$ cat src/inc/mcu_decoder_params.svh
// constants for the instruction decoder: fields, opcodes, resets, addresses
`ifndef MCU_DECODER_PARAMS_SVH
`define MCU_DECODER_PARAMS_SVH
// ************************************************************
// word layout
// ************************************************************
`define INSTR_W    14
`define PC_W       11
`define F_GRP_HI   13
`define F_GRP_LO   12
`define F_OP_HI    11
`define F_OP_LO    8
`define F_DEST     7
`define F_FILE_HI  6
`define F_BIT_HI   9
`define F_BIT_LO   7
`define F_JMP_SEL  11
`define F_LIT_HI   7
// ************************************************************
// groups and opcodes
// ************************************************************
`define GRP_BYTE   2'h0
`define GRP_BIT    2'h1
`define GRP_CTRL   2'h2
`define GRP_LIT    2'h3
`define OPB_MISC   4'h0
`define OPB_CLR    4'h1
`define OPB_SUB    4'h2
`define OPB_DEC    4'h3
`define OPB_OR     4'h4
`define OPB_AND    4'h5
`define OPB_XOR    4'h6
`define OPB_ADD    4'h7
`define OPB_MOV    4'h8
`define OPB_COM    4'h9
`define OPB_INC    4'ha
`define OPB_DECSZ  4'hb
`define OPB_RRC    4'hc
`define OPB_RLC    4'hd
`define OPB_SWAP   4'he
`define OPB_INCSZ  4'hf
`define OPK_MOV    4'b00??
`define OPK_RET    4'b01??
`define OPK_OR     4'b1000
`define OPK_AND    4'b1001
`define OPK_XOR    4'b1010
`define OPK_SUB    4'b110?
`define OPK_ADD    4'b111?
`define WORD_RET   14'h0008
`define WORD_RETI  14'h0009
`define WORD_SLEEP 14'h0063
`define WORD_WDT   14'h0064
// ************************************************************
// reset values and special addresses
// ************************************************************
`define WREG_RST   8'h00
`define PC_RST     11'h000
`define TO_RST     1'b1
`define PD_RST     1'b1
`define TIMER_ADDR 7'h01
`define PORTA_ADDR 7'h05
`define PORTC_ADDR 7'h07
`endif

$ cat src/inc/mcu_decoder_pkg.sv
// types shared by the decoder and its arithmetic unit
package mcu_decoder_pkg;
   typedef enum logic [4:0] {
      OP_ADD, OP_SUB, OP_AND, OP_OR, OP_XOR, OP_CLR, OP_COM, OP_DEC,
      OP_INC, OP_MOV, OP_PASS_W, OP_RLC, OP_RRC, OP_SWAP, OP_BCLR, OP_BSET
   } alu_op_t;
   typedef enum logic [1:0] {PH_Q1, PH_Q2, PH_Q3, PH_Q4} phase_t;
endpackage : mcu_decoder_pkg

$ cat src/logic/mcu_alu.sv
// eight-bit arithmetic and logic unit of the core
`timescale 1ns/10ps
module mcu_alu
   import mcu_decoder_pkg::*;
(
   // operation
   input  wire alu_op_t    op,
   input  wire logic [7:0] opnd,
   input  wire logic [7:0] wreg,
   input  wire logic       cin,
   input  wire logic [2:0] bsel,
   // result
   output logic      [7:0] res,
   output logic            cout,
   output logic            dcout
);
   logic [8:0] sum;
   logic [4:0] lo;
   always_comb begin
      sum   = 9'h000;
      lo    = 5'h00;
      res   = opnd;
      cout  = cin;
      dcout = 1'b0;
      case (op)
         OP_ADD: begin
            sum   = {1'b0, opnd} + {1'b0, wreg};
            lo    = {1'b0, opnd[3:0]} + {1'b0, wreg[3:0]};
            res   = sum[7:0];
            cout  = sum[8];
            dcout = lo[4];
         end
         OP_SUB: begin
            // carry set means no borrow
            sum   = {1'b0, opnd} + {1'b0, ~wreg} + 9'h001;
            lo    = {1'b0, opnd[3:0]} + {1'b0, ~wreg[3:0]} + 5'h01;
            res   = sum[7:0];
            cout  = sum[8];
            dcout = lo[4];
         end
         OP_AND:    res = opnd & wreg;
         OP_OR:     res = opnd | wreg;
         OP_XOR:    res = opnd ^ wreg;
         OP_CLR:    res = 8'h00;
         OP_COM:    res = ~opnd;
         OP_DEC:    res = opnd - 8'h01;
         OP_INC:    res = opnd + 8'h01;
         OP_PASS_W: res = wreg;
         OP_RLC: begin
            res  = {opnd[6:0], cin};
            cout = opnd[7];
         end
         OP_RRC: begin
            res  = {cin, opnd[7:1]};
            cout = opnd[0];
         end
         OP_SWAP:   res = {opnd[3:0], opnd[7:4]};
         OP_BCLR:   res = opnd & ~(8'h01 << bsel);
         OP_BSET:   res = opnd | (8'h01 << bsel);
         default:   res = opnd;
      endcase
   end
endmodule : mcu_alu

$ cat src/logic/mcu_instruction_decoder.sv
// decoder and executor for 14-bit instruction words
`timescale 1ns/10ps
`include "mcu_decoder_params.svh"
// Functional notes
// - every instruction is one 14-bit word
// - destination bit picks working or file register
// - four clocks per cycle, one cycle normally
// - file register is always read first
// - add file and working, flags C DC Z
// - rotate left through carry, carry only
// - rotate right through carry, carry only
// - decrement, skip on zero, flags kept
// - increment, skip on zero, flags kept
// - skip when selected bit is clear
// - skip when selected bit is set
// - clear chosen bit, flags kept
// - or and xor with file, zero only
// - or literal into working, zero flag
// - xor literal into working, zero flag
// - add literal to working, C DC Z
// - literal minus working, C DC Z
// - literal return loads working, two cycles
// - fixed return words, two cycles each
// - standby word sets timeout, clears powerdown
// - watchdog clear word sets both flags
// - port reads use pin levels
// - timer write clears assigned prescaler
// - redirect or skip adds a nop cycle
module mcu_instruction_decoder
   import mcu_decoder_pkg::*;
#(
   parameter int PC_WIDTH = `PC_W
)(
   // clock and reset
   input  wire logic                clk_sys,
   input  wire logic                reset,
   // program memory
   output logic [PC_WIDTH-1:0]      prog_addr_r,
   input  wire logic [`INSTR_W-1:0] prog_data,
   // file register bus
   output logic [6:0]               file_addr_r,
   output logic                     file_rd_r,
   output logic                     file_wr_r,
   output logic [7:0]               file_wdata_r,
   input  wire logic [7:0]          file_rdata,
   input  wire logic [7:0]          pin_rdata,
   // return stack
   output logic                     stack_push_r,
   output logic                     stack_pop_r,
   output logic [PC_WIDTH-1:0]      stack_wdata_r,
   input  wire logic [PC_WIDTH-1:0] stack_top,
   // timer, watchdog, standby
   input  wire logic                prescaler_on_timer,
   input  wire logic                wake,
   output logic                     prescaler_clr_r,
   output logic                     wdt_clr_r,
   output logic                     standby_r,
   output logic                     gie_set_r,
   // core state
   output logic [7:0]               wreg_r,
   output logic                     carry_r,
   output logic                     digit_carry_flag_r,
   output logic                     zero_r,
   output logic                     timeout_flag_r,
   output logic                     powerdown_flag_r
);
   if (PC_WIDTH < `PC_W) begin : g_chk
      $error("PC_WIDTH too small for 11-bit targets");
   end
   // ************************************************************
   // sequencing
   // ************************************************************
   phase_t              phase_r;
   logic [`INSTR_W-1:0] instr_r;
   logic                exec_r;
   logic                flush_r;
   logic [7:0]          operand_r;
   logic                commit;
   // standby holds the core at the start of a cycle until woken
   always_ff @(posedge clk_sys) begin
      if (reset) begin
         phase_r <= PH_Q1;
      end else begin
         case (phase_r)
            PH_Q1:   if (!standby_r) phase_r <= PH_Q2;
            PH_Q2:   phase_r <= PH_Q3;
            PH_Q3:   phase_r <= PH_Q4;
            default: phase_r <= PH_Q1;
         endcase
      end
   end
   // the discarded word is fetched but never executed
   always_ff @(posedge clk_sys) begin
      if (reset) begin
         instr_r <= 14'h0000;
         exec_r  <= 1'b0;
      end else if (phase_r == PH_Q1 && !standby_r) begin
         instr_r <= prog_data;
         exec_r  <= !flush_r;
      end
   end
   assign commit = (phase_r == PH_Q4) && exec_r;
   // ************************************************************
   // decode
   // ************************************************************
   logic [1:0] grp;
   logic [3:0] opc;
   logic       dest_f;
   logic [6:0] faddr;
   logic [4:0] op;
   logic       uses_f, use_lit, wr_w, wr_f;
   logic       upd_c, upd_dc, upd_z;
   logic       skip_zero, skip_clr, skip_set;
   logic       jump, call, ret, ret_lit, ret_int, sleep_op, wdt_op;
   assign grp    = instr_r[`F_GRP_HI:`F_GRP_LO];
   assign opc    = instr_r[`F_OP_HI:`F_OP_LO];
   assign dest_f = instr_r[`F_DEST];
   assign faddr  = instr_r[`F_FILE_HI:0];
   always_comb begin
      op = OP_MOV;
      {uses_f, use_lit, wr_w, wr_f} = 4'h0;
      {upd_c, upd_dc, upd_z} = 3'h0;
      {skip_zero, skip_clr, skip_set} = 3'h0;
      {jump, call, ret, ret_lit, ret_int, sleep_op, wdt_op} = 7'h00;
      case (grp)
         `GRP_BYTE: begin
            uses_f = 1'b1;
            wr_w   = !dest_f;
            wr_f   = dest_f;
            case (opc)
               `OPB_MISC: begin
                  op     = OP_PASS_W;
                  uses_f = dest_f;
                  wr_w   = 1'b0;
                  ret      = (instr_r == `WORD_RET);
                  ret_int  = (instr_r == `WORD_RETI);
                  sleep_op = (instr_r == `WORD_SLEEP);
                  wdt_op   = (instr_r == `WORD_WDT);
               end
               `OPB_CLR: begin
                  op    = OP_CLR;
                  upd_z = 1'b1;
               end
               `OPB_SUB: begin
                  op = OP_SUB;
                  {upd_c, upd_dc, upd_z} = 3'h7;
               end
               `OPB_ADD: begin
                  op = OP_ADD;
                  {upd_c, upd_dc, upd_z} = 3'h7;
               end
               `OPB_DEC:   {op, upd_z} = {OP_DEC, 1'b1};
               `OPB_OR:    {op, upd_z} = {OP_OR, 1'b1};
               `OPB_AND:   {op, upd_z} = {OP_AND, 1'b1};
               `OPB_XOR:   {op, upd_z} = {OP_XOR, 1'b1};
               `OPB_MOV:   {op, upd_z} = {OP_MOV, 1'b1};
               `OPB_COM:   {op, upd_z} = {OP_COM, 1'b1};
               `OPB_INC:   {op, upd_z} = {OP_INC, 1'b1};
               `OPB_DECSZ: {op, skip_zero} = {OP_DEC, 1'b1};
               `OPB_INCSZ: {op, skip_zero} = {OP_INC, 1'b1};
               `OPB_RRC:   {op, upd_c} = {OP_RRC, 1'b1};
               `OPB_RLC:   {op, upd_c} = {OP_RLC, 1'b1};
               default:    op = OP_SWAP;
            endcase
         end
         `GRP_BIT: begin
            uses_f = 1'b1;
            case (opc[3:2])
               2'h0:    {op, wr_f} = {OP_BCLR, 1'b1};
               2'h1:    {op, wr_f} = {OP_BSET, 1'b1};
               2'h2:    skip_clr = 1'b1;
               default: skip_set = 1'b1;
            endcase
         end
         `GRP_CTRL: begin
            jump = 1'b1;
            call = !instr_r[`F_JMP_SEL];
         end
         default: begin
            use_lit = 1'b1;
            wr_w    = 1'b1;
            casez (opc)
               `OPK_MOV: op = OP_MOV;
               `OPK_RET: {op, ret_lit} = {OP_MOV, 1'b1};
               `OPK_OR:  {op, upd_z} = {OP_OR, 1'b1};
               `OPK_AND: {op, upd_z} = {OP_AND, 1'b1};
               `OPK_XOR: {op, upd_z} = {OP_XOR, 1'b1};
               `OPK_SUB: begin
                  op = OP_SUB;
                  {upd_c, upd_dc, upd_z} = 3'h7;
               end
               `OPK_ADD: begin
                  op = OP_ADD;
                  {upd_c, upd_dc, upd_z} = 3'h7;
               end
               default: {op, wr_w} = {OP_MOV, 1'b0};
            endcase
         end
      endcase
   end
   // ************************************************************
   // operand fetch and arithmetic
   // ************************************************************
   logic [7:0] alu_in, alu_res;
   logic       alu_c, alu_dc, bit_val, skip_take, redirect, is_port;
   assign is_port = (faddr == `PORTA_ADDR) || (faddr == `PORTC_ADDR);
   // read one phase before use so the bus has one full clock to answer
   always_ff @(posedge clk_sys) begin
      if (reset) begin
         file_addr_r <= 7'h00;
         file_rd_r   <= 1'b0;
         operand_r   <= 8'h00;
      end else begin
         file_rd_r <= 1'b0;
         if (phase_r == PH_Q2) begin
            file_addr_r <= faddr;
            file_rd_r   <= exec_r && uses_f;
         end
         if (phase_r == PH_Q3) begin
            operand_r <= is_port ? pin_rdata : file_rdata;
         end
      end
   end
   assign alu_in = use_lit ? instr_r[`F_LIT_HI:0] : operand_r;
   mcu_alu u_alu (
      .op    (alu_op_t'(op)),
      .opnd  (alu_in),
      .wreg  (wreg_r),
      .cin   (carry_r),
      .bsel  (instr_r[`F_BIT_HI:`F_BIT_LO]),
      .res   (alu_res),
      .cout  (alu_c),
      .dcout (alu_dc)
   );
   assign bit_val   = operand_r[instr_r[`F_BIT_HI:`F_BIT_LO]];
   assign skip_take = (skip_zero && alu_res == 8'h00) ||
                      (skip_clr && !bit_val) ||
                      (skip_set && bit_val);
   assign redirect  = jump || ret || ret_lit || ret_int || skip_take;
   // ************************************************************
   // commit
   // ************************************************************
   always_ff @(posedge clk_sys) begin
      if (reset) begin
         prog_addr_r <= PC_WIDTH'(`PC_RST);
         flush_r     <= 1'b0;
      end else if (commit) begin
         flush_r <= redirect;
         if (jump) begin
            prog_addr_r <= PC_WIDTH'(instr_r[10:0]);
         end else if (ret || ret_lit || ret_int) begin
            prog_addr_r <= stack_top;
         end else if (skip_take) begin
            prog_addr_r <= prog_addr_r + PC_WIDTH'(2);
         end else begin
            prog_addr_r <= prog_addr_r + PC_WIDTH'(1);
         end
      end else if (phase_r == PH_Q4) begin
         flush_r <= 1'b0;
      end
   end
   always_ff @(posedge clk_sys) begin
      if (reset) begin
         file_wr_r    <= 1'b0;
         file_wdata_r <= 8'h00;
         wreg_r       <= `WREG_RST;
      end else begin
         file_wr_r <= commit && wr_f;
         if (commit && wr_f) file_wdata_r <= alu_res;
         if (commit && wr_w) wreg_r <= alu_res;
      end
   end
   always_ff @(posedge clk_sys) begin
      if (reset) begin
         carry_r            <= 1'b0;
         digit_carry_flag_r <= 1'b0;
         zero_r             <= 1'b0;
      end else if (commit) begin
         if (upd_c)  carry_r <= alu_c;
         if (upd_dc) digit_carry_flag_r <= alu_dc;
         if (upd_z)  zero_r <= (alu_res == 8'h00);
      end
   end
   always_ff @(posedge clk_sys) begin
      if (reset) begin
         stack_push_r    <= 1'b0;
         stack_pop_r     <= 1'b0;
         stack_wdata_r   <= PC_WIDTH'(`PC_RST);
         prescaler_clr_r <= 1'b0;
         wdt_clr_r       <= 1'b0;
         gie_set_r       <= 1'b0;
      end else begin
         // call latches the address after itself as it jumps and pushes it one clock later
         stack_push_r  <= commit && call;
         stack_pop_r   <= commit && (ret || ret_lit || ret_int);
         if (commit && call) stack_wdata_r <= prog_addr_r + PC_WIDTH'(1);
         prescaler_clr_r <= commit && wr_f && faddr == `TIMER_ADDR &&
                            prescaler_on_timer;
         wdt_clr_r <= commit && wdt_op;
         gie_set_r <= commit && ret_int;
      end
   end
   // flags are active low: standby clears powerdown
   always_ff @(posedge clk_sys) begin
      if (reset) begin
         timeout_flag_r   <= `TO_RST;
         powerdown_flag_r <= `PD_RST;
         standby_r        <= 1'b0;
      end else if (commit && (sleep_op || wdt_op)) begin
         timeout_flag_r   <= 1'b1;
         powerdown_flag_r <= wdt_op;
         standby_r        <= sleep_op;
      end else if (wake) begin
         standby_r <= 1'b0;
      end
   end
endmodule : mcu_instruction_decoder

$ cat config.mk
export PLATFORM = sky130hd
export DESIGN_NAME = mcu_instruction_decoder
export DESIGN_NICKNAME = d
export VERILOG_FILES = /design/src/inc/mcu_decoder_pkg.sv /design/src/logic/mcu_alu.sv /design/src/logic/mcu_instruction_decoder.sv
export VERILOG_INCLUDE_DIRS = /design/src /design/src/inc
export SDC_FILE = /design/constraint.sdc
export NUM_CORES = 1
export LEC_CHECK = 0
export ABC_AREA = 0
export BUFFER_PORTS_ARGS = -buffer_cell sky130_fd_sc_hd__buf_2
export CAP_MARGIN = 20
export CORE_UTILIZATION = 35
export CTS_BUF_LIST = sky130_fd_sc_hd__clkbuf_2
export CTS_CLUSTER_SIZE = 10
export DETAILED_ROUTE_END_ITERATION = 12
export PLACE_DENSITY_LB_ADDON = 0.3
export SLEW_MARGIN = 25
export SYNTH_ARGS = -nofsm -noshare
export SYNTH_HDL_FRONTEND = slang
export SYNTH_SLANG_ARGS = --single-unit
$ cat constraint.sdc
create_clock -name clk_sys -period 6.1 [get_ports clk_sys]
set_input_delay 0.915 -clock clk_sys [delete_from_list [all_inputs] [get_ports clk_sys]]
set_output_delay 0.915 -clock clk_sys [all_outputs]
set_load 0.005 [all_outputs]
==> results.txt, run 1 <==
From synthesis to final layout, the design area changed by 13.75%. The startpoint identified for the worst hold timing path is flush_r. The root cell of the clock tree was sky130_fd_sc_hd__clkbuf_2. TritonCTS built the clock tree. The switching power of the nets was 0.002226 W; the initial antenna violation count was 0. In the synthesized netlist the dominant register cell turns out to be sky130_fd_sc_hd__dfxtp_1. Counting flops with an async set or reset pin after synthesis yields a share of 0%. In this run, the number of DRC markers left after iteration 0 of detailed routing was 677. Clock latency on the worst-skew pair, taken at its later pin, is 0.61 ns. The analysis attributes to cell leakage a power of 3.083 nW. The worst hold path belongs to the class flop to flop. The CTS H-tree depth came out at 3. The synthesized design contains 83 register bits. The post-route non-filler standard cell count is 1,239, and the share of the clock period used by the worst path is 92.61%. The critical path starts at instr_r[12].

The horizontal die dimension came out at 141.7 µm. Global routing used 23.65% of the available tracks. In this run the tool buffered the top-level ports with 101 buffer cells. In this run, placement finished with an instance count of 1,221. Synthesis produced 892 cells. In this run, synthesis inferred 0 flip-flops with an integrated enable. The run finished with clean final reports.

Leaving out fill and tap cells, the most frequent cells in the layout are 101 x sky130_fd_sc_hd__buf_2, 92 x sky130_fd_sc_hd__nor2_1, 83 x sky130_fd_sc_hd__nand2_1, 83 x sky130_fd_sc_hd__dfxtp_1, 68 x sky130_fd_sc_hd__a21oi_1. Of the cells placed in the final design, the portion with a size suffix greater than 1 is 18.39%. Pin placement for this block handled 103 I/O pins. Sequential cells were found to cover 24.34% of the synthesized design area. The number of sinks driven by the clock tree came out at 83.

For this design the ratio of total power to cell area is 512.4 nW/µm². In this run the cell area measured after placement is 7617 µm². The run gives 1,056 as the final net count. The distinct cell type count after synthesis was 93. The internal cell power is 0.001753 W, and the number of filler instances in the final layout is 2,027.

The final number of setup-violating endpoints was 0. In the final timing run, aggregate negative setup slack is 0 ns. The run gives 50 as the count of standard-cell rows. Number of iterations in the first detailed-routing pass: 6. The largest net degree at the start of global routing was 62; the via count of the first global-routing pass was 6,770. The number of antenna diodes in the final layout is 0.

STA classifies the critical path startpoint as a flop. Across the VDD grid, the largest voltage drop is 0.1943 mV. For this run the aggregate overflow at the end of global routing stands at 0. The number of max-slew violations in the final report came out at 0. The initial utilization of the core area, before any placement, comes to 36.13%.

Actual slew at the worst max-slew pin: 0.9602 ns. Between clock sinks in the finished design, the worst skew comes to 0.05066 ns. The number of failing hold endpoints at the final stage was 0. The largest fanout of any net on the critical path came out at 16. The routed length per placed instance was 19.02 µm; the data arrival at the endpoint of the critical path was 6.19 ns.

The logs give 23.57 mm for the total length of routed wires and 18,890 µm² for the total core area. The routed design could run at a clock period as short as 5.649 ns. The global placement routability congestion is 1.001, and the switching share of total power is 55.94%.

The tools report the data required time of the critical path as 6.64 ns. The worst register-to-register path begins at instr_r[12]. Leaving out fill and tap cells, the most frequent cell in the layout is sky130_fd_sc_hd__buf_2.

Number of vias in the routed layout: 7,332. The die is 141.7 µm tall. The worst setup path is of the flop to flop kind. Using the TritonRoute via totals, the vias-per-cell ratio works out to 5.918. The fraction of power consumed by combinational cells was 73.9%; the yosys synthesis warning count was 0. The floorplan step defined a die boundary enclosing 20,070 µm². In the routed design, unresolved DRC markers number 0. Setup repair after global routing left no endpoint under its margin.

In this run, CTS created clock tree buffers numbering 9. The run gives 17.29 mm as the detailed placement HPWL. The worst setup path is captured at a flop. The first global-routing pass estimated 37.21 mm of wire. The net count of the mapped netlist is 974. The clock-pin transition on the worst setup and hold timing paths was 0.25 ns. The tools report the count of antenna-violating nets left after detailed routing as 0.

The maximum clock frequency was 177.0 MHz; the number of max-cap violations was 0. The run gives 2 as the maximum clock insertion buffer count. Clock network fraction of total power: 7.5%. After synthesis the cells add up to 6827 µm². The tools report the power share of the sequential group as 18.6%. Headroom to the max-slew limit came out at 34.16%. The average footprint of a synthesized cell came out at 7.653 µm².

The post-route cell area is 7765 µm².
==> metal layers <==
metal	part of all wire, %	wire (µm)	track usage (%)	up-vias
met5	0	0	0	-
met2	43	10190	35.78	367
met3	7.1	1664	4.252	77
met4	4.1	958	11.21	0
li1	-	-	-	3488
met1	46	10760	32.41	3400
==> flip-flops by register name, summed over array words and instances (netlist names) <==
signal and flops:
phase_r 2, powerdown_flag_r 1, digit_carry_flag_r 1, wdt_clr_r 1
zero_r 1, file_wr_r 1, flush_r 1, wreg_r 8
file_addr_r 7, carry_r 1, file_wdata_r 8, stack_wdata_r 11
operand_r 8, prog_addr_r 11, file_rd_r 1, standby_r 1
stack_push_r 1, prescaler_clr_r 1, stack_pop_r 1, gie_set_r 1
exec_r 1, instr_r 14
==> worst max-delay path, stage by stage (launching register included) <==
cell                        delay, ns
sky130_fd_sc_hd__dfxtp_1         0.44
sky130_fd_sc_hd__inv_1           0.09
sky130_fd_sc_hd__ha_1            0.38
sky130_fd_sc_hd__nor2b_1         0.28
sky130_fd_sc_hd__a221oi_2        0.47
sky130_fd_sc_hd__nand4_1         0.20
sky130_fd_sc_hd__a211oi_2        0.18
sky130_fd_sc_hd__buf_4           0.18
sky130_fd_sc_hd__inv_1           0.16
sky130_fd_sc_hd__ha_1            0.40
sky130_fd_sc_hd__a21oi_1         0.16
sky130_fd_sc_hd__o22ai_1         0.11
sky130_fd_sc_hd__o21ai_0         0.28
sky130_fd_sc_hd__and2_1          0.22
sky130_fd_sc_hd__xnor2_1         0.07
sky130_fd_sc_hd__a2bb2oi_1       0.14
sky130_fd_sc_hd__nand4_1         0.19
sky130_fd_sc_hd__or4b_1          0.58
sky130_fd_sc_hd__o21ai_2         0.24
sky130_fd_sc_hd__buf_4           0.24
sky130_fd_sc_hd__mux2i_1         0.24
sky130_fd_sc_hd__xnor2_1         0.10
sky130_fd_sc_hd__a221oi_2        0.21
==> power by group through the flow <==
stage | Clock, W | Sequential [W] | Combinational (W)
2_1_floorplan | 0 | 0.000681 | 0.00205
3_3_place_gp | 0 | 0.000748 | 0.00283
3_5_place_dp | 0 | 0.000751 | 0.00282
4_1_cts | 0.000310 | 0.000739 | 0.00284
5_1_grt | 0.000330 | 0.000755 | 0.00317
6_report | 0.000298 | 0.000740 | 0.00294
==> metrics by stage <==
stage / hold WS [ns] / setup slack (ns) / total power (W) / util [%]
3_5_place_dp: 0.4579 / 0.5260 / 0.003573 / 40.32
2_1_floorplan: 0.4457 / 1.189 / 0.002732 / -
6_report: 0.4937 / 0.4507 / 0.003979 / 41.10
5_1_grt: 0.4466 / 0.004849 / 0.004254 / 41.10
4_1_cts: 0.4564 / 0.4630 / 0.003888 / 40.92
3_3_place_gp: 0.4436 / 0.7048 / 0.003583 / 40.32
==> logic make-up after synthesis <==
group                      synth area share (%)
muxes                                     7.166
adders and majority gates                 7.112
AOI/OAI and AO/OA                         28.61
buffers and inverters                     5.975
and+or+nand+nor                           24.18
xor gates and xnor gates                  2.566
DFF                                       24.34
other                                   0.05493
==> path summary, 6_finish.rpt <==
kind,to,slack (ns),cells after the start
setup reg to reg,prog_addr_r[8],0.45,22
setup / recovery,prog_addr_r[8],0.45,22
hold / removal,flush_r,0.49,2
hold reg to reg,flush_r,0.49,2
==> cell usage after synthesis (all sizes together), types with 4 or more instances <==
cell	count	area [µm²]
a2111oi	6	78.83
a211oi	42	330.3
a21o	9	67.56
a21oi	68	340.3
a221oi	7	80.07
a22o	5	43.79
a22oi	7	57.55
a311oi	5	50.04
a31oi	8	50.05
and2	4	25.02
and3	12	75.07
and4	5	43.79
buf	29	152.6
clkbuf	33	123.9
dfxtp	83	1662
ha	34	425.4
inv	35	131.4
mux2i	41	410.4
nand2	84	317.8
nand2b	10	62.56
nand3	21	105.1
nand3b	7	52.55
nand4	9	62.56
nor2	93	351.6
nor2b	6	37.54
nor3	27	135.1
nor3b	6	45.04
nor4	12	81.33
o211ai	10	75.07
o21a	5	37.54
o21ai	50	254.0
o22ai	9	56.30
o31ai	9	72.57
o32ai	4	35.03
or2	4	27.53
or3	12	75.07
xnor2	10	87.58
xor2	10	87.58
==> cell type report <==
cell class                      count  area, µm²  share of cell area (%)
Clock buffer                       10      50.05                  0.6445
Tap cell                          260      325.3                   4.189
Clock inverter                      6      63.81                  0.8218
Sequential cell                    83       1662                   21.40
Multi-Input combinational cell    712       4787                   61.65
Timing Repair Buffer              133      745.7                   9.604
Inverter                           35      131.4                   1.692
==> timing repair <==
item,CTS,global route
buffers inserted,0,2
resized for setup,0,2
hold buffers,0,0
endpoints found under the setup margin,0,3
Note: power is estimated with default switching activity, not from simulation.
==> run 2, diff against run 1 <==
==> constraint.sdc (replaced) <==
create_clock -name clk_sys -period 6.35 [get_ports clk_sys]
set_input_delay 0.9525 -clock clk_sys [delete_from_list [all_inputs] [get_ports clk_sys]]
set_output_delay 0.9525 -clock clk_sys [all_outputs]
set_load 0.005 [all_outputs]
==> results.txt, run 2 (synthesis results as in run 1) <==
Routed length per placed instance: 18.97 µm (was 19.02 µm). Kind of launch point of the worst setup path: a flop (unchanged). Worst min-delay path category: flop to flop (unchanged). Critical path, cell by cell: inv_1 -> ha_1 -> nor2b_1 -> a221oi_2 -> nand4_1 -> a211oi_2 -> inv_1 -> fa_1 -> a21oi_1 -> o21ai_0 -> nand3_1 -> o311ai_0 -> a211o_1 -> nor3_1 -> nand4_2 -> o21ai_2 -> buf_4 -> mux2i_1 -> xnor2_1 -> a221oi_2 (was inv_1 -> ha_1 -> nor2b_1 -> a221oi_2 -> nand4_1 -> a211oi_2 -> buf_4 -> inv_1 -> ha_1 -> a21oi_1 -> o22ai_1 -> o21ai_0 -> and2_1 -> xnor2_1 -> a2bb2oi_1 -> nand4_1 -> or4b_1 -> o21ai_2 -> buf_4 -> mux2i_1 -> xnor2_1 -> a221oi_2). The starting density of the core is 36.13% (unchanged).

The port buffer count is 101 (unchanged), and the number of iterations in the first detailed-routing pass is 6 (unchanged). The tools report the reported leakage power as 3.101 nW (was 3.083 nW). The area growth from synthesis to final layout is 13.98% (was 13.75%).

The register with the most flip-flops was instr_r (unchanged). Final net count: 1,053 (was 1,056). The flow ran to the end, and the final reports show no timing, DRC or antenna violations. The final number of setup-violating endpoints is 0 (unchanged), and the length in cells of the worst reg-to-reg path is 20 (was 22).

The tools report the area enclosed by the die boundary as 20,070 µm² (unchanged). Type of element capturing the critical path: a flop (unchanged). The number of design-rule violations left by the first detailed-router iteration was 699 (was 677); the first-pass GRT wire length was 36.89 mm (was 37.21 mm). The global placement routability congestion was 0.9212 (was 1.001). Critical path's top delay family: compound AO/OA/AOI/OAI gates (unchanged). TritonCTS built the clock tree. The number of top-level pins is 103 (unchanged). The data arrival at the endpoint of the critical path is 6.40 ns (was 6.19 ns), and the maximum clock insertion buffer count is 2 (unchanged). The via density per instance is 5.862 (was 5.918), and the hold buffer count at cts is 0 (unchanged). The number of flip-flops in the largest register is 14 (unchanged), and the minimum setup slack in the final design is 0.4726 ns (was 0.4507 ns). Horizontal die dimension: 141.7 µm (unchanged).

The origin of the worst min-delay path is flush_r (unchanged). The post-route cell area was 7781 µm² (was 7765 µm²); the maximum clock frequency was 170.1 MHz (was 177.0 MHz). The slowest cell on the critical path was sky130_fd_sc_hd__fa_1 (was sky130_fd_sc_hd__or4b_1). The number of max-slew violations in the final report was 0 (unchanged). The tools report the root cell of the clock tree as sky130_fd_sc_hd__clkbuf_2 (unchanged).

The tools report the number of max-cap violations as 0 (unchanged). The actual slew at the worst max-slew pin works out to 0.8901 ns (was 0.9602 ns). The number of buffers and inverters on the critical path works out to 3 (was 4).

The die height was 141.7 µm (unchanged); the CTS buffer count was 9 (unchanged). The peak per-stage delay on the critical path works out to 0.50 ns (was 0.58 ns). Regs by FF count: instr_r x14, prog_addr_r x11, stack_wdata_r x11 (unchanged). The clock latency on the worst-skew pair was 0.59 ns (was 0.61 ns). The final critical-path required period is 5.877 ns (was 5.649 ns). The worst min-delay path endpoint is flush_r (unchanged).

The logs give 0 (unchanged) for the number of antenna diodes and 0.1881 mV (was 0.1943 mV) for the peak supply drop. The run gives 50 (unchanged) as the count of standard-cell rows. The logs give 18,890 µm² (unchanged) for the total core area and 0.02843 ns (was 0.05066 ns) for the final worst clock skew. The run gives 38.96% (was 34.16%) as the worst relative slew slack. The CTS H-tree depth is 3 (unchanged). Setup repair after global routing left no endpoint under its margin. The tools report the count of antenna-violating nets left after detailed routing as 0 (unchanged). The detailed placement HPWL was 17.17 mm (was 17.29 mm); the number of vias in the routed layout was 7,245 (was 7,332). For the aggregate global routing overflow, the log shows 0 (unchanged).

The logs give 23.44 mm (was 23.57 mm) for the total length of routed wires and 0.003900 W (was 0.003979 W) for the total design power. Commonest non-fill, non-tap cell in the layout: sky130_fd_sc_hd__buf_2 (unchanged). The run gives 0 (unchanged) as the initial antenna violation count. The total power divided by cell area was 501.2 nW/µm² (was 512.4 nW/µm²). The tools report the largest net degree at the start of global routing as 86 (was 62).

The via count of the first global-routing pass is 6,565 (was 6,770), and the cell count of the worst hold path is 2 (unchanged). Capture point of the worst reg-to-reg path: prog_addr_r[4] (was prog_addr_r[8]). The largest fanout of any net on the critical path is 16 (unchanged), and the share of final-layout standard cells stronger than drive strength 1 is 17.93% (was 18.39%). The tools report the count of cells resized by post-cts repair as 0 (unchanged).

The share of the clock period used by the worst path was 92.56% (was 92.61%). The total global-route track usage is 23.41% (was 23.65%). The number of sinks driven by the clock tree is 83 (unchanged). The startpoint of the most critical register-to-register path is instr_r[12] (unchanged).

The clock-pin transition on the worst setup and hold timing paths works out to 0.26 ns (was 0.25 ns). The DRC violation count after routing is 0 (unchanged). Data required time of the critical path: 6.87 ns (was 6.64 ns). The number of failing hold endpoints at the final stage was 0 (unchanged); the worst slack at placement was 0.6108 ns (was 0.5260 ns). Area of placed instances: 7614 µm² (was 7617 µm²). The run gives 0.47 ns (was 0.45 ns) as the reg2reg setup slack.

The sum of negative setup slack was 0 ns (unchanged). Commonest cells after routing, fill and taps aside: 101 x sky130_fd_sc_hd__buf_2, 92 x sky130_fd_sc_hd__nor2_1, 83 x sky130_fd_sc_hd__nand2_1, 83 x sky130_fd_sc_hd__dfxtp_1, 67 x sky130_fd_sc_hd__a21oi_1 (was 101 x sky130_fd_sc_hd__buf_2, 92 x sky130_fd_sc_hd__nor2_1, 83 x sky130_fd_sc_hd__nand2_1, 83 x sky130_fd_sc_hd__dfxtp_1, 68 x sky130_fd_sc_hd__a21oi_1). The buffer count from post-CTS setup fixing is 0 (unchanged). The type of the worst setup path is flop to flop (unchanged).
[run 2: worst register-to-register path: stages (launching register included)]
cell                       delay (ns)
sky130_fd_sc_hd__dfxtp_1         0.44
sky130_fd_sc_hd__inv_1           0.08
sky130_fd_sc_hd__ha_1            0.37
sky130_fd_sc_hd__nor2b_1         0.26
sky130_fd_sc_hd__a221oi_2        0.45
sky130_fd_sc_hd__nand4_1         0.35
sky130_fd_sc_hd__a211oi_2        0.31
sky130_fd_sc_hd__inv_1           0.22
sky130_fd_sc_hd__fa_1            0.50
sky130_fd_sc_hd__a21oi_1         0.19
sky130_fd_sc_hd__o21ai_0         0.17
sky130_fd_sc_hd__nand3_1         0.11
sky130_fd_sc_hd__o311ai_0        0.18
sky130_fd_sc_hd__a211o_1         0.33
sky130_fd_sc_hd__nor3_1          0.44
sky130_fd_sc_hd__nand4_2         0.24
sky130_fd_sc_hd__o21ai_2         0.43
sky130_fd_sc_hd__buf_4           0.23
sky130_fd_sc_hd__mux2i_1         0.22
sky130_fd_sc_hd__xnor2_1         0.09
sky130_fd_sc_hd__a221oi_2        0.21
[run 2: routing by layer]
metal	track usage, %	share of wire [%]	vias up
li1	-	-	3474
met1	32.84	45	3363
met2	35.73	44	352
met3	4.320	7.6	56
met4	8.093	3.1	0
met5	0	0	-
[run 2: cell type report]
cell class	count	area, µm²
timing repair buffer	130	723.2
multi-input combinational	712	4772
tap	260	325.3
clock buffer	9	45.04
fill	1996	11110
sequential	83	1662
clock inverter	7	122.6
inverter	35	131.4
[run 2: how the worst max path moves through the flow]
stage,endpoint,slack (ns),from,cells past startpoint
6_report,prog_addr_r[4],0.47,instr_r[12],20
5_1_grt,prog_addr_r[4],0.02,instr_r[12],20
4_1_cts,prog_addr_r[4],0.53,instr_r[12],20
3_5_place_dp,prog_addr_r[4],0.61,instr_r[12],20
3_3_place_gp,prog_addr_r[4],0.88,instr_r[12],20
2_1_floorplan,prog_addr_r[6],1.44,instr_r[12],21
[run 2: through the flow]
stage	cells	hold WS, ns	util, %
2_1_floorplan	892	0.4457	-
3_3_place_gp	1220	0.4416	40.28
3_5_place_dp	1220	0.4529	40.30
4_1_cts	1236	0.4925	41.19
5_1_grt	1236	0.5060	41.19
6_report	1236	0.4916	41.19
[run 2: power breakdown]
| group | leakage, nW | internal [W] | switching (W) |
|---|---|---|---|
| clock network | 0.0965 | 0.000174 | 0.000209 |
| registers | 0.674 | 0.000594 | 0.000116 |
| logic | 2.33 | 0.000966 | 0.00184 |
==> run 3, diff against run 2 <==
==> constraint.sdc (replaced) <==
create_clock -name clk_sys -period 5.2 [get_ports clk_sys]
set_input_delay 0.78 -clock clk_sys [delete_from_list [all_inputs] [get_ports clk_sys]]
set_output_delay 0.78 -clock clk_sys [all_outputs]
set_load 0.005 [all_outputs]
==> results.txt, run 3 (synthesis results as in run 1) <==
The tools report the startpoint of the most critical register-to-register path as instr_r[12] (unchanged). The tools report the detailed placement HPWL as 17.91 mm (was 17.17 mm). The number of flip-flops in the largest register came out at 14 (unchanged). The commonest non-fill, non-tap cell in the layout is sky130_fd_sc_hd__buf_2 (unchanged). The via count of the first global-routing pass is 6,836 (was 6,565).

The routed length per placed instance was 18.81 µm (was 18.97 µm); the post-route cell area was 7961 µm² (was 7781 µm²). The share of final-layout standard cells stronger than drive strength 1 was 20.98% (was 17.93%); the number of design-rule violations left by the first detailed-router iteration was 735 (was 699). The number of sinks driven by the clock tree is 83 (unchanged), and the share of the clock period used by the worst path is 94.03% (was 92.56%). The tools report the final net count as 1,078 (was 1,053). The peak supply drop is 0.2694 mV (was 0.1881 mV). The area of placed instances is 7796 µm² (was 7614 µm²), and the worst hold slack after final layout is 0.4016 ns (was 0.4916 ns). The logs give 5.64 ns (was 6.87 ns) for the data required time of the critical path and 0 (unchanged) for the number of failing hold endpoints at the final stage. The flow ran to the end, and the final reports show no timing, DRC or antenna violations. CTS H-tree depth: 3 (unchanged). The critical path startpoint was instr_r[12] (unchanged). The clock-pin transition on the worst setup and hold timing paths is 0.27 ns (was 0.26 ns), and the clock latency on the worst-skew pair is 0.57 ns (was 0.59 ns).

The maximum clock insertion buffer count was 2 (unchanged). For the initial antenna violation count, the log shows 1 (was 0). The horizontal die dimension was 141.7 µm (unchanged).

The worst relative slew slack was 40.17% (was 38.96%). Global placement routability congestion: 0.9567 (was 0.9212). The area growth from synthesis to final layout was 16.62% (was 13.98%); the reported leakage power was 3.187 nW (was 3.101 nW).

The total length of routed wires is 23.74 mm (was 23.44 mm), and the total core area is 18,890 µm² (unchanged). The number of vias in the routed layout is 7,393 (was 7,245). The logs give 20,070 µm² (unchanged) for the area enclosed by the die boundary and 0 (unchanged) for the number of max-cap violations. For the final worst clock skew, the log shows 0.04488 ns (was 0.02843 ns). Worst min-delay path category: input pin to flop (was flop to flop). Regs by FF count: instr_r x14, prog_addr_r x11, stack_wdata_r x11 (unchanged).

The number of top-level pins came out at 103 (unchanged). The DRC violation count after routing was 0 (unchanged). Setup repair after global routing left no endpoint under its margin. The type of the worst setup path is flop to flop (unchanged). The kind of launch point of the worst setup path was a flop (unchanged).

The register with the most flip-flops is instr_r (unchanged). For the data arrival at the endpoint of the critical path, the log shows 5.32 ns (was 6.40 ns). The via density per instance works out to 5.858 (was 5.862). The final critical-path required period is 4.890 ns (was 5.877 ns), and the aggregate global routing overflow is 0 (unchanged). The total power divided by cell area was 609.4 nW/µm² (was 501.2 nW/µm²).

The count of antenna-violating nets left after detailed routing was 0 (unchanged); the largest fanout of any net on the critical path was 12 (was 16). The number of iterations in the first detailed-routing pass was 5 (was 6); the peak per-stage delay on the critical path was 0.56 ns (was 0.50 ns). Actual slew at the worst max-slew pin: 0.8975 ns (was 0.8901 ns). The run gives 0.31 ns (was 0.47 ns) as the reg2reg setup slack.

The number of max-slew violations in the final report came out at 0 (unchanged). The tools report the sum of negative setup slack as 0 ns (unchanged). The port buffer count was 101 (unchanged). Slowest cell on the critical path: sky130_fd_sc_hd__or4b_1 (was sky130_fd_sc_hd__fa_1). Commonest cells after routing, fill and taps aside: 101 x sky130_fd_sc_hd__buf_2, 92 x sky130_fd_sc_hd__nor2_1, 83 x sky130_fd_sc_hd__nand2_1 (was 101 x sky130_fd_sc_hd__buf_2, 92 x sky130_fd_sc_hd__nor2_1, 83 x sky130_fd_sc_hd__nand2_1, 83 x sky130_fd_sc_hd__dfxtp_1, 67 x sky130_fd_sc_hd__a21oi_1). The die height was 141.7 µm (unchanged). The largest net degree at the start of global routing is 45 (was 86). The CTS buffer count is 9 (unchanged). Type of element capturing the critical path: a flop (unchanged).

The tools report the post-layout utilization of the core as 42.14% (was 41.19%). For the total global-route track usage, the log shows 23.60% (was 23.41%). For the starting density of the core, the log shows 36.13% (unchanged). The count of standard-cell rows came out at 50 (unchanged). The origin of the worst min-delay path was prog_data[6] (was flush_r).

TritonCTS built the clock tree. The run gives 204.5 MHz (was 170.1 MHz) as the maximum clock frequency. The worst slack at placement was 0.1539 ns (was 0.6108 ns).

The minimum setup slack in the final design was 0.3105 ns (was 0.4726 ns). Critical path, cell by cell: ha_2 -> buf_4 -> nor2b_1 -> a221oi_2 -> nand4_1 -> a211oi_2 -> inv_2 -> ha_2 -> nand3_1 -> o22ai_1 -> o21ai_0 -> and2_1 -> xnor2_1 -> a2bb2oi_1 -> nand4_1 -> or4b_1 -> o21ai_2 -> buf_6 -> mux2_1 -> mux2i_1 -> a211oi_1 (was inv_1 -> ha_1 -> nor2b_1 -> a221oi_2 -> nand4_1 -> a211oi_2 -> inv_1 -> fa_1 -> a21oi_1 -> o21ai_0 -> nand3_1 -> o311ai_0 -> a211o_1 -> nor3_1 -> nand4_2 -> o21ai_2 -> buf_4 -> mux2i_1 -> xnor2_1 -> a221oi_2). The logs give 0 (unchanged) for the final number of setup-violating endpoints and 37.40 mm (was 36.89 mm) for the first-pass GRT wire length. The root cell of the clock tree was sky130_fd_sc_hd__clkbuf_2 (unchanged).
run 3: cell types whose count changed in the layout (fill, tap and decap cells not counted), sizes merged:
cell	previous run	this run
clkinv	1	2
diode	0	1
bufinv	3	1
clkinvlp	0	2
inv	38	37
buf	130	155
run 3: worst paths after layout:
| check | endpoint | cells after the start |
|---|---|---|
| worst max register to register | prog_addr_r[1] | 21 |
| worst max-delay path | prog_addr_r[1] | 21 |
| worst min register to register | flush_r | 2 |
| worst min-delay path | instr_r[6] | 3 |
run 3: worst max-delay path, delay by kind of cell, from the launching register on:
kind            cells  cell delay [ns]
buf+inv             3             0.52
compound gates      7             1.31
mux                 2             0.47
flops               1             0.42
simple gates        6             1.26
xor+xnor            1             0.14
fa+ha+maj           2             0.62
run 3: metal layers:
metal  vias to the layer above  wire (µm)  GRT usage [%]
met4                         0        989          10.36
met5                         -          0              0
met1                      3382      10580          32.59
met2                       393      10200          35.34
met3                        83       1962          4.759
li1                       3535          -              -
run 3: metrics by stage:
stage | cells | total power (W)
after floorplan | 892 | 0.003205
after global placement | 1244 | 0.004367
after detailed placement | 1244 | 0.004362
after CTS | 1260 | 0.004736
after global routing | 1262 | 0.005174
final | 1262 | 0.004852
run 3: cell type report:
| type | count | area, µm² |
|---|---|---|
| Antenna cell | 1 | 2.502 |
| Clock buffer | 9 | 45.04 |
| Clock inverter | 7 | 75.07 |
| Fill cell | 2007 | 10930 |
| Inverter | 35 | 131.4 |
| Multi-Input combinational cell | 712 | 4798 |
| Sequential cell | 83 | 1669 |
| Tap cell | 260 | 325.3 |
| Timing Repair Buffer | 155 | 914.6 |
run 3: timing repair:
item                                    4_1_cts  5_1_grt
hold buffers                                  0        0
resized for setup                             0       12
endpoints found under the setup margin        0       12
endpoints found under the hold margin         0        0
setup buffers                                 0        1
run 3: power breakdown:
| group | leakage [nW] | switching [W] | total [W] | internal, W |
|---|---|---|---|---|
| Combinational | 2.44 | 0.00229 | 0.00362 | 0.00133 |
| Sequential | 0.676 | 0.000136 | 0.000865 | 0.000729 |
| Clock | 0.0666 | 0.000249 | 0.000362 | 0.000113 |
